--- config.mk ---
export PLATFORM = sky130hd
export DESIGN_NAME = ufs_status
export DESIGN_NICKNAME = d
export VERILOG_FILES = /design/src/design/ufs_pkg.sv /design/src/design/ufs_fifo.sv /design/src/design/ufs_status.sv
export SDC_FILE = /design/constraint.sdc
export NUM_CORES = 1
export LEC_CHECK = 0
export BUFFER_PORTS_ARGS = -buffer_cell sky130_fd_sc_hd__buf_2
export CORE_ASPECT_RATIO = 1.75
export CORE_MARGIN = 2
export CORE_UTILIZATION = 65
export CTS_BUF_LIST = sky130_fd_sc_hd__clkbuf_16
export CTS_CLUSTER_DIAMETER = 150
export DETAILED_ROUTE_END_ITERATION = 12
export GPL_TIMING_DRIVEN = 0
export PLACE_DENSITY_LB_ADDON = 0.3
export SETUP_SLACK_MARGIN = 0.1
export SYNTH_ARGS = -nofsm -noshare
export SYNTH_HDL_FRONTEND = slang
export SYNTH_SLANG_ARGS = --single-unit
export TNS_END_PERCENT = 30
--- constraint.sdc ---
create_clock -name clk -period 11.2 [get_ports clk]
set_clock_uncertainty 0.15 [all_clocks]
set_input_delay 1.12 -clock clk [delete_from_list [all_inputs] [get_ports clk]]
set_output_delay 1.12 -clock clk [all_outputs]
set_load 0.01 [all_outputs]
--- src/design/ufs_pkg.sv ---
package ufs_pkg;
    // ****************************************
    // Register map (byte addresses)
    // ****************************************
    localparam logic [7:0] UFS_OFS_STATUS = 8'h00;
    localparam logic [7:0] UFS_OFS_SERCTL = 8'h04;
    localparam logic [7:0] UFS_OFS_FIFOCTL = 8'h08;
    localparam logic [7:0] UFS_OFS_TXDATA = 8'h0C;
    localparam logic [7:0] UFS_OFS_RXDATA = 8'h10;
    localparam logic [7:0] UFS_OFS_COUNT = 8'h14;

    // ****************************************
    // Field positions and reset values
    // ****************************************
    localparam int UFS_BIT_ER = 7;
    localparam int UFS_BIT_TRANSMIT_END_FLAG = 6;
    localparam int UFS_BIT_TRANSMIT_FIFO_LOW_FLAG = 5;
    localparam int UFS_BIT_BRK = 4;
    localparam int UFS_BIT_FER = 3;
    localparam int UFS_BIT_PER = 2;
    localparam int UFS_BIT_RDF = 1;
    localparam int UFS_BIT_DR = 0;
    localparam logic [15:0] UFS_STATUS_RESET = 16'h0060;
    localparam logic [7:0] UFS_CLEARABLE = 8'hF3;
    localparam int UFS_SC_TE = 5;
    localparam int UFS_SC_RE = 4;
    localparam int UFS_SC_PAR_EN = 1;
    localparam int UFS_SC_PAR_ODD = 0;
    localparam int UFS_FC_RTRG_HI = 7;
    localparam int UFS_FC_RTRG_LO = 6;
    localparam int UFS_FC_TTRG_HI = 5;
    localparam int UFS_FC_TTRG_LO = 4;
    localparam int UFS_FC_TX_FLUSH = 2;
    localparam int UFS_FC_RX_FLUSH = 1;
    localparam logic [7:0] UFS_SERCTL_RESET = 8'h00;
    localparam logic [7:0] UFS_FIFOCTL_RESET = 8'h00;
    localparam int UFS_FIFO_DEPTH = 16;
    localparam int UFS_CNT_W = 5;
    localparam int UFS_RXW = 10;
    localparam int UFS_RX_FER = 9;
    localparam int UFS_RX_PER = 8;

    // ****************************************
    // Trigger level tables
    // ****************************************
    localparam logic [4:0] UFS_TTRG_0 = 5'h08;
    localparam logic [4:0] UFS_TTRG_1 = 5'h04;
    localparam logic [4:0] UFS_TTRG_2 = 5'h02;
    localparam logic [4:0] UFS_TTRG_3 = 5'h01;
    localparam logic [4:0] UFS_RTRG_0 = 5'h01;
    localparam logic [4:0] UFS_RTRG_1 = 5'h04;
    localparam logic [4:0] UFS_RTRG_2 = 5'h08;
    localparam logic [4:0] UFS_RTRG_3 = 5'h0E;

    // Two-bit select to transmit trigger level
    function automatic logic [4:0] ufs_tx_trig(input logic [1:0] sel);
        case (sel)
            2'h0: ufs_tx_trig = UFS_TTRG_0;
            2'h1: ufs_tx_trig = UFS_TTRG_1;
            2'h2: ufs_tx_trig = UFS_TTRG_2;
            default: ufs_tx_trig = UFS_TTRG_3;
        endcase
    endfunction

    // Two-bit select to receive trigger level
    function automatic logic [4:0] ufs_rx_trig(input logic [1:0] sel);
        case (sel)
            2'h0: ufs_rx_trig = UFS_RTRG_0;
            2'h1: ufs_rx_trig = UFS_RTRG_1;
            2'h2: ufs_rx_trig = UFS_RTRG_2;
            default: ufs_rx_trig = UFS_RTRG_3;
        endcase
    endfunction
endpackage

--- src/design/ufs_fifo.sv ---
`timescale 1ns/10ps
module ufs_fifo #(
    parameter int WIDTH = 8,
    parameter int DEPTH = 16,
    parameter int CNT_W = 5
) (
    input wire logic clk,
    input wire logic rst,
    input wire logic flush,
    input wire logic push,
    input wire logic [WIDTH-1:0] pushData,
    input wire logic pop,
    output logic [WIDTH-1:0] headData,
    output logic [CNT_W-1:0] count,
    output logic full,
    output logic empty
);
    localparam int AW = $clog2(DEPTH);
    localparam logic [CNT_W-1:0] DEPTH_C = CNT_W'(DEPTH);
    localparam logic [AW-1:0] LAST = AW'(DEPTH - 1);
    localparam logic [AW-1:0] ONE_A = AW'(1);
    localparam logic [CNT_W-1:0] ONE_C = CNT_W'(1);

    logic [WIDTH-1:0] mem [DEPTH];
    logic [AW-1:0] wrPtr;
    logic [AW-1:0] rdPtr;
    logic doPush;
    logic doPop;

    // Push into a full FIFO is dropped so stored entries stay intact
    assign doPush = push && !full;
    assign doPop = pop && !empty;
    assign full = (count == DEPTH_C);
    assign empty = (count == '0);
    assign headData = mem[rdPtr];

    // Storage array, no reset needed on data
    always_ff @(posedge clk) begin
        if (doPush) begin
            mem[wrPtr] <= pushData;
        end
    end

    // Pointers and occupancy
    always_ff @(posedge clk or posedge rst) begin
        if (rst) begin
            wrPtr <= '0;
            rdPtr <= '0;
            count <= '0;
        end else if (flush) begin
            wrPtr <= '0;
            rdPtr <= '0;
            count <= '0;
        end else begin
            if (doPush) begin
                wrPtr <= (wrPtr == LAST) ? '0 : wrPtr + ONE_A;
            end
            if (doPop) begin
                rdPtr <= (rdPtr == LAST) ? '0 : rdPtr + ONE_A;
            end
            if (doPush && !doPop) begin
                count <= count + ONE_C;
            end else if (doPop && !doPush) begin
                count <= count - ONE_C;
            end
        end
    end
endmodule

--- src/design/ufs_status.sv ---
// The placing of the registers and the Avalon-MM slave port were decided locally.
`timescale 1ns/10ps
module ufs_status
    import ufs_pkg::*;
(
    input wire logic clk,
    input wire logic rst,
    // Avalon-MM slave
    input wire logic [7:0] address,
    input wire logic read,
    input wire logic write,
    input wire logic [3:0] byteenable,
    input wire logic [31:0] writedata,
    output logic [31:0] readdata,
    output logic waitrequest,
    // Power state, same clock domain
    input wire logic standby,
    input wire logic moduleStandby,
    // Receive shifter events
    input wire logic rxCharDone,
    input wire logic [7:0] rxData,
    input wire logic rxParityBit,
    input wire logic rxStopBit,
    input wire logic rxBreak,
    input wire logic rxDataReady,
    // Transmit shifter handshake
    output logic [7:0] txData,
    output logic txValid,
    input wire logic txTake,
    input wire logic txLastBitDone
);
    // ****************************************
    // Declarations
    // ****************************************
    logic [7:0] flags;
    logic [7:0] armed;
    logic [7:0] serialControl;
    logic [7:0] fifoControl;
    logic [7:0] errCount;
    logic charFramingError;
    logic charParityError;
    logic [7:0] next_flags;
    logic [7:0] setEv;
    logic [7:0] clrEv;
    logic [15:0] statusWord;
    logic standbyAny;
    logic access;
    logic busWr;
    logic busRd;
    logic txPush;
    logic txPop;
    logic rxPush;
    logic rxPop;
    logic [7:0] txHead;
    logic [UFS_RXW-1:0] rxHead;
    logic [UFS_RXW-1:0] rxEntry;
    logic [UFS_CNT_W-1:0] txCount;
    logic [UFS_CNT_W-1:0] rxCount;
    logic [UFS_CNT_W-1:0] txCountAfter;
    logic [UFS_CNT_W-1:0] rxCountAfter;
    logic [4:0] txTrig;
    logic [4:0] rxTrig;
    logic txFull;
    logic txEmpty;
    logic rxFull;
    logic rxEmpty;
    logic frameErr;
    logic parityErr;
    logic rxErr;
    logic headErr;

    // ****************************************
    // Bus decode
    // ****************************************
    // Every access is answered one cycle after it is seen
    assign access = (read || write) && waitrequest;
    assign busWr = access && write;
    assign busRd = access && read;
    assign standbyAny = standby || moduleStandby;

    // Register side effects of the access
    assign txPush = busWr && byteenable[0] && (address == UFS_OFS_TXDATA);
    assign rxPop = busRd && (address == UFS_OFS_RXDATA) && !rxEmpty;
    assign txPop = txTake && !txEmpty;

    // Accepted as a pulse; wait state raised again after the answer
    always_ff @(posedge clk or posedge rst) begin
        if (rst) begin
            waitrequest <= 1'b1;
        end else begin
            waitrequest <= !access;
        end
    end

    // ****************************************
    // Receive character check
    // ****************************************
    // Only the first stop bit is offered by the shifter, the second is never looked at
    assign frameErr = !rxStopBit;
    assign parityErr = serialControl[UFS_SC_PAR_EN]
        && ((^{rxData, rxParityBit}) != serialControl[UFS_SC_PAR_ODD]);
    assign rxErr = frameErr || parityErr;
    // Bad characters are stored anyway with their error bits
    assign rxPush = rxCharDone && serialControl[UFS_SC_RE];
    assign rxEntry = {frameErr, parityErr, rxData};
    assign headErr = rxHead[UFS_RX_FER] || rxHead[UFS_RX_PER];

    // ****************************************
    // FIFOs
    // ****************************************
    ufs_fifo #(
        .WIDTH(8),
        .DEPTH(UFS_FIFO_DEPTH),
        .CNT_W(UFS_CNT_W)
    ) txFifo (
        .clk(clk),
        .rst(rst),
        .flush(standbyAny || fifoControl[UFS_FC_TX_FLUSH]),
        .push(txPush),
        .pushData(writedata[7:0]),
        .pop(txPop),
        .headData(txHead),
        .count(txCount),
        .full(txFull),
        .empty(txEmpty)
    );

    ufs_fifo #(
        .WIDTH(UFS_RXW),
        .DEPTH(UFS_FIFO_DEPTH),
        .CNT_W(UFS_CNT_W)
    ) rxFifo (
        .clk(clk),
        .rst(rst),
        .flush(standbyAny || fifoControl[UFS_FC_RX_FLUSH]),
        .push(rxPush),
        .pushData(rxEntry),
        .pop(rxPop),
        .headData(rxHead),
        .count(rxCount),
        .full(rxFull),
        .empty(rxEmpty)
    );

    // Occupancy one cycle ahead, as the FIFO will see it
    always_comb begin
        txCountAfter = txCount;
        if (txPush && !txFull && !txPop) begin
            txCountAfter = txCount + 5'h01;
        end else if (txPop && !(txPush && !txFull)) begin
            txCountAfter = txCount - 5'h01;
        end
        rxCountAfter = rxCount;
        if (rxPush && !rxFull && !rxPop) begin
            rxCountAfter = rxCount + 5'h01;
        end else if (rxPop && !(rxPush && !rxFull)) begin
            rxCountAfter = rxCount - 5'h01;
        end
    end

    assign txTrig = ufs_tx_trig({fifoControl[UFS_FC_TTRG_HI],
        fifoControl[UFS_FC_TTRG_LO]});
    assign rxTrig = ufs_rx_trig({fifoControl[UFS_FC_RTRG_HI],
        fifoControl[UFS_FC_RTRG_LO]});

    // Head staged into flops; shifter must leave a cycle between takes
    always_ff @(posedge clk or posedge rst) begin
        if (rst) begin
            txData <= 8'h00;
            txValid <= 1'b0;
        end else begin
            // Empty FIFO head is stale or unwritten storage; show zero instead
            txData <= txEmpty ? 8'h00 : txHead;
            txValid <= !txEmpty && !txPop;
        end
    end

    // ****************************************
    // Error count of stored characters
    // ****************************************
    always_ff @(posedge clk or posedge rst) begin
        if (rst) begin
            errCount <= 8'h00;
        end else if (standbyAny || fifoControl[UFS_FC_RX_FLUSH]) begin
            errCount <= 8'h00;
        end else begin
            // Push and pop may cancel each other in one cycle
            if ((rxPush && !rxFull && rxErr) && !(rxPop && headErr)) begin
                errCount <= errCount + 8'h01;
            end else if ((rxPop && headErr) && !(rxPush && !rxFull && rxErr)) begin
                errCount <= errCount - 8'h01;
            end
        end
    end

    // Per-character errors follow the head, not the newest arrival
    always_ff @(posedge clk or posedge rst) begin
        if (rst) begin
            charFramingError <= 1'b0;
            charParityError <= 1'b0;
        end else if (standbyAny) begin
            charFramingError <= 1'b0;
            charParityError <= 1'b0;
        end else begin
            charFramingError <= !rxEmpty && rxHead[UFS_RX_FER];
            charParityError <= !rxEmpty && rxHead[UFS_RX_PER];
        end
    end

    // ****************************************
    // Sticky flags
    // ****************************************
    always_comb begin
        setEv = 8'h00;
        clrEv = 8'h00;
        setEv[UFS_BIT_ER] = rxPush && rxErr;
        setEv[UFS_BIT_TRANSMIT_END_FLAG] = (txLastBitDone && txEmpty)
            || !serialControl[UFS_SC_TE];
        setEv[UFS_BIT_TRANSMIT_FIFO_LOW_FLAG] = txPop && (txCountAfter < txTrig);
        setEv[UFS_BIT_BRK] = rxBreak;
        setEv[UFS_BIT_RDF] = rxPush && (rxCountAfter > rxTrig);
        setEv[UFS_BIT_DR] = rxDataReady;
        // Zero written over a bit that was seen as one; ones are ignored
        if (busWr && byteenable[0] && (address == UFS_OFS_STATUS)) begin
            clrEv = armed & ~writedata[7:0] & UFS_CLEARABLE;
        end
        clrEv[UFS_BIT_TRANSMIT_END_FLAG] = clrEv[UFS_BIT_TRANSMIT_END_FLAG] || txPush;
        clrEv[UFS_BIT_TRANSMIT_FIFO_LOW_FLAG] = clrEv[UFS_BIT_TRANSMIT_FIFO_LOW_FLAG]
            || (txPush && (txCountAfter > txTrig));
        clrEv[UFS_BIT_RDF] = clrEv[UFS_BIT_RDF]
            || (rxPop && (rxCountAfter < rxTrig));
        // Set beats clear in the same cycle
        next_flags = ((flags & ~clrEv) | setEv) & UFS_CLEARABLE;
    end

    // Receiver enable plays no part here, so flags survive it going low
    always_ff @(posedge clk or posedge rst) begin
        if (rst) begin
            flags <= UFS_STATUS_RESET[7:0];
        end else if (standbyAny) begin
            flags <= UFS_STATUS_RESET[7:0];
        end else begin
            flags <= next_flags;
        end
    end

    // Read of the status word arms each of bits 7 to 4, 1 and 0 that showed one
    always_ff @(posedge clk or posedge rst) begin
        if (rst) begin
            armed <= 8'h00;
        end else if (standbyAny) begin
            armed <= 8'h00;
        end else if (busRd && (address == UFS_OFS_STATUS)) begin
            armed <= flags & UFS_CLEARABLE;
        end else begin
            armed <= armed & flags; // Drop arming once a flag is gone
        end
    end

    // Bits 3 and 2 come only from the head character, never from writes
    assign statusWord = {errCount, flags[7:4], charFramingError, charParityError,
        flags[1:0]};

    // ****************************************
    // Control registers
    // ****************************************
    always_ff @(posedge clk or posedge rst) begin
        if (rst) begin
            serialControl <= UFS_SERCTL_RESET;
        end else if (busWr && byteenable[0] && (address == UFS_OFS_SERCTL)) begin
            serialControl <= writedata[7:0];
        end
    end

    always_ff @(posedge clk or posedge rst) begin
        if (rst) begin
            fifoControl <= UFS_FIFOCTL_RESET;
        end else if (busWr && byteenable[0] && (address == UFS_OFS_FIFOCTL)) begin
            fifoControl <= writedata[7:0];
        end
    end

    // ****************************************
    // Read data
    // ****************************************
    // Unmapped addresses read as zero and ignore writes
    always_ff @(posedge clk or posedge rst) begin
        if (rst) begin
            readdata <= 32'h0000_0000;
        end else if (busRd) begin
            case (address)
                UFS_OFS_STATUS: readdata <= {16'h0000, statusWord};
                UFS_OFS_SERCTL: readdata <= {24'h000000, serialControl};
                UFS_OFS_FIFOCTL: readdata <= {24'h000000, fifoControl};
                UFS_OFS_RXDATA: readdata <= {24'h000000, rxHead[7:0]};
                UFS_OFS_COUNT: readdata <= {16'h0000, 3'h0, txCount,
                    3'h0, rxCount};
                default: readdata <= 32'h0000_0000;
            endcase
        end
    end
endmodule

### Word level (Yosys, flattened, before mapping)

Memories as Yosys holds them, arrays and structs flattened.
Index checks and enable logic that the tools add are counted.

| operators by class | value |
|---|---|
| add/sub/neg operators | 10 |
| magnitude comparators | 4 |
| equality and inequality tests | 16 |
| muxes and demuxes | 39 |
| bitwise operators | 6 |
| reductions and logical operators | 77 |

Operators with widths:

| operator | count |
|---|---|
| $pmux W16 S5 | 1 |
| $mux W8 | 8 |
| $mux W5 | 10 |
| $mux W4 | 12 |
| $logic_and A1 B1 Y1 | 39 |
| $and A8 B8 Y8 | 3 |
| $pmux W4 S3 | 2 |
| $add A4 B1 Y4 const B | 4 |
| $eq A4 B4 Y1 const B | 4 |
| $eq A8 B4 Y1 const B | 2 |
| $eq A8 B5 Y1 const B | 2 |
| $not A8 Y8 | 2 |
| $logic_not A1 Y1 | 15 |
| $add A5 B1 Y5 const B | 2 |
| $eq A5 B5 Y1 const B | 2 |
| $gt A5 B5 Y1 | 2 |
| $logic_not A5 Y1 | 2 |
| $logic_or A1 B1 Y1 | 10 |
| $lt A5 B5 Y1 | 2 |
| $sub A5 B1 Y5 const B | 2 |
| $reduce_bool A3 Y1 | 3 |
| $reduce_xor A9 Y1 | 1 |
| $add A8 B1 Y8 const B | 1 |
| $eq A8 B3 Y1 const B | 1 |
| other kinds (9) | 20 |

| word-level totals | value |
|---|---|
| flip-flop bits (word level) | 110 |
| bits in writable memories | 288 |
| bits of input ports | 65 |
| output and inout port bits | 42 |
| word-level logic and storage cells | 171 |
| memories | 2 |

Memories:

| memory | words | bits a word | rd ports | clocked after Yosys merged registers in | wr ports | line | source |
|---|---|---|---|---|---|---|---|
| rxFifo.mem | 16 | 10 | 1 | 0 | 1 | ufs_fifo.sv:24 | `logic [WIDTH-1:0] mem [DEPTH];` |
| txFifo.mem | 16 | 8 | 1 | 0 | 1 | ufs_fifo.sv:24 |  |

### Depth between registers and ports, before layout

| logic depth | value |
|---|---|
| word-level depth | 17 |
| mapped depth | 16 |
| mapped depth without buffers | 15 |

### Hierarchy

Synthesis repeated with hierarchy kept, for this count alone.

| second synthesis, totals | value |
|---|---|
| cells, all modules | 1,077 |
| area total of the unflattened synthesis | 17,055.1 um^2 |

Modules (own cells, without submodules):

| module | instances | cells each | area each (um^2) | sequential area each (um^2) |
|---|---|---|---|---|
| ufs_fifo (rxFifo) | 1 | 373 | 7,039.3 | 5,129.9 |
| ufs_fifo (txFifo) | 1 | 299 | 5,948.2 | 4,169.0 |
| ufs_status | 1 | 405 | 4,067.7 | 1,605.3 |

### Least setup slack after synthesis

OpenSTA, ideal clock, no wires.

| timing path | value |
|---|---|
| path kind | input -> register |
| start point | in address[3] |
| end point | reg errCount[7] |
| arrival | 4.108 ns |
| data required time | 10.972 ns |
| setup slack | 6.864 ns |
| stages | 13 |
| buffers on the path | 0 |
| cell sequence | nor4_1 -> nand4_1 -> nor2_2 -> o21ai_0 -> ha_1 -> inv_1 -> ha_1 -> and3_1 -> a221o_1 -> o41ai_2 -> xnor2_1 -> or3_1 -> a21oi_1 |

| on the way | value |
|---|---|
| longest elaborated chain between the ends | 8 |
| elaborated cells on any way between the ends | 10 |
| those cells by class | 1 x eq/ne; 2 x mux; 7 x reduce/logical |

Ends and longest elaborated chain:

| item | line | source |
|---|---|---|
| start: declaration | ufs_status.sv:9 | `input wire logic [7:0] address,` |
| $eq A8 B5 Y1 * | ufs_status.sv:83 | `assign rxPop = busRd && (address == UFS_OFS_RXDATA) && !rxEmpty;` |
| $logic_and A1 B1 Y1 * (2 in a row) | ufs_status.sv:83 |  |
| $logic_and A1 B1 Y1 * | ufs_status.sv:188, ufs_status.sv:190 |  |
| $logic_not A1 Y1 | ufs_status.sv:188 | `if ((rxPush && !rxFull && rxErr) && !(rxPop && headErr)) begin` |
| $logic_and A1 B1 Y1 | ufs_status.sv:188 |  |
| $mux W8 | ufs_status.sv:188 |  |
| $mux W8 | ufs_status.sv:184 | `end else if (standbyAny \|\| fifoControl[UFS_FC_RX_FLUSH]) begin` |
| end signal: assignment | ufs_status.sv:189 | `errCount <= errCount + 8'h01;` |
| end signal: assignment | ufs_status.sv:191 | `errCount <= errCount - 8'h01;` |
| end: declaration | ufs_status.sv:39 | `logic [7:0] errCount;` |

Mark *: on every way between the ends. The rest lies on a longest branch, timed or not.
A chain may end at the register's enable or synchronous reset.

### Worst setup path in the final report

Same ends and word-level chain as after synthesis.

==> flow_summary.json <==
{
  "via_count": 9773,
  "postRouteAntennaNets": 0,
  "cts_max_level": 1,
  "synth_area_per_cell_um2": 15.24,
  "peakVddDrop_mv": 0.2037,
  "setup_ws_ps": 6269,
  "yosys_most_used_dff": "edfxtp_1",
  "grt_pass1_vias": 10320,
  "hp-class": "flip-flop to flip-flop",
  "cts_max_path_buffers": 3,
  "antenna_cells": 0,
  "die_h_um": 214.4,
  "ys_warn_count": 0,
  "synth_cells": 1079,
  "fin_nets": 1294,
  "cts_root_buffer": "clkbuf_16",
  "tns_ps": 0,
  "end_kind": "flip-flop",
  "grt_pass1_wl_um": 57440,
  "dieArea_mm2": 0.02663,
  "multi_input_area_mm2": 0.005146,
  "period_needed_ps": 4931,
  "maxSlewHeadroom": 0.2543,
  "rows": 77,
  "tightest_slew_ps": 1110,
  "ys_top_cells_by_area": "edfxtp_1 53%, dfrtp_1 13%, mux4_2 7.7%, mux2i_1 2.7%, ha_1 2.7%",
  "fillers": 1564,
  "clk_pin_slew_ps": 70,
  "layout_commonest_cell": "edfxtp_1",
  "power.total_uw": 2712,
  "crit_type": "primary input to flip-flop",
  "leakage_uw": 0.006664,
  "placed_cells": 1476,
  "start_util": 0.6563,
  "worst-r2r-cell-count": 14,
  "cts_buffers": 31,
  "place_ws_ps": 5752,
  "critPathArrivalTime_ps": 5290,
  "worstPathMaxFanout": 9,
  "rsz0062_at_grt": "false",
  "cap_viol_max_count": 0,
  "synth_seq_cells": 378,
  "wirelength_um": 37110,
  "hold_viol": 0,
  "ioPinCount": 107,
  "async_flop_share": 0.2381,
  "area_growth_pct": 11.48,
  "place.port_buffers": 63,
  "hold_slack_ps": 334.6,
  "cp-start-kind": "primary input",
  "seq_area_mm2": 0.01090,
  "critPathRequiredTime_ps": 11560,
  "slew_viol_final": 0,
  "synth.distinct_cells": 68,
  "netlist.area_leader.share": 0.5260,
  "grt_overflow": 0,
  "layout-drive-gt1-share": 0.2077,
  "run_status": "complete, no violations",
  "cts_resized": 0,
  "die_w_um": 124.2,
  "drt-pass1-iter-count": 7,
  "hold_depth": 2,
  "syn-cell-area_mm2": 0.01644,
  "place.gp.congestion": 0.9325,
  "yosys.area.top_type": "edfxtp_1",
  "post_cts_buffers": 0,
  "fin_crit_sh": 0.4403,
  "drc_errors": 0,
  "stdcell_count": 1534,
  "drt_iter0_drc": 723,
  "insertion_delay_ps": 590,
  "via_per_inst": 6.371,
  "hpwl_um": 26240,
  "max_freq_mhz": 202.8,
  "wl_per_cell_um": 24.19,
  "track_usage": 0.2819,
  "grt_max_degree": 66,
  "cts_tree": "yes",
  "final_cell_mix": "288 x edfxtp_1, 87 x dfrtp_1, 77 x buf_2",
  "grt_antenna_before_repair": 1,
  "cts_sinks": 378,
  "setup_viol": 0,
  "synth-edff-count": 288,
  "core-area_mm2": 0.02505,
  "cts_hold_buf": 0,
  "synth-seq-area-share": 0.6632,
  "p_per_area_mw_per_mm2": 147.9
}
## report_power, final
part	switching (uW)	total (uW)	internal, uW
Combinational	50.8	73.3	22.5
Sequential	2.70	1510	1510
Clock	499	1120	625
## layout make-up
class / instances / area share
buffer: 69 / 0.01918
tap: 316 / 0.02157
timing repair buffer: 66 / 0.01993
clock inverter: 27 / 0.01543
multi-input combinational: 619 / 0.2808
inverter: 28 / 0.005871
clock buffer: 31 / 0.04232
sequential: 378 / 0.5949
## kinds of logic (layout without fill, tap and decap cells)
family	Yosys count	in the layout	synth area share
fa+ha+maj	36	36	0.02785
other cells	1	16	0.0002281
simple gates	251	251	0.07854
compound gates	154	154	0.06126
mux	130	130	0.1240
xor+xnor	32	32	0.01705
buf+inv	97	221	0.02778
flops	378	378	0.6632
## flip-flops by register name (all words and copies together) (netlist names)
register	count
txData	8
rxFifo.mem	160
armed	6
txValid	1
flags	6
txFifo.count	5
txFifo.wrPtr	4
serialControl	8
txFifo.rdPtr	4
txFifo.mem	128
charFramingError	1
rxFifo.rdPtr	4
charParityError	1
errCount	8
fifoControl	8
waitrequest	1
rxFifo.count	5
readdata	16
rxFifo.wrPtr	4
## final timing paths
kind	slack, ps	to	start
min reg2reg	330	readdata[13]	readdata[13]
min	330	readdata[13]	readdata[13]
max	6270	errCount[7]	address[3]
max in group asynchronous	9850	flags[5]	rst
min in group asynchronous	370	txValid	rst
max reg2reg	6490	errCount[7]	waitrequest
## stage by stage
step | cell area (um^2) | util
after detailed placement | 17270 | 0.6895
after global routing | 18330 | 0.7317
after floorplan | 16500 | -
after global placement | 17210 | 0.6870
after CTS | 18330 | 0.7317
final | 18330 | 0.7317
## cells in the mapped netlist, types with 5 or more instances
library cell,count
nor2_1,67
o22ai_1,8
o221ai_1,16
a31oi_1,5
nand3_1,10
xnor2_1,19
buf_2,14
or3_1,6
mux2i_1,44
a21oi_1,57
nor2b_1,6
buf_4,20
mux4_2,56
and2_1,17
a22oi_1,5
a211oi_1,8
xor2_1,13
nand4_1,8
and3_1,19
and4_1,7
clkbuf_1,33
nand2b_1,9
ha_1,35
edfxtp_1,288
nor3_1,10
mux2_2,30
inv_1,26
or2_2,6
nand2_1,62
o21ai_0,26
dfrtp_1,87
a221o_1,5
## critical path: stages
cell and delay (ps):
buf_2 120, nor4_1 530, nand4_1 590, nor2_2 550, o21ai_0 210, ha_1 290
inv_1 220, ha_1 310, and3_1 190, a221o_1 350, o41ai_2 250, xnor2_1 110
or3_1 310, a21oi_1 140
## per-layer routing
metal,global-route usage,up-vias,share of wire
met5,0,-,0.00027
li1,-,4335,-
met2,0.5290,384,0.56
met1,0.2967,4926,0.32
met4,0.1753,2,0.067
met3,0.03244,126,0.046
No activity file was read; power rests on OpenSTA's default activity.
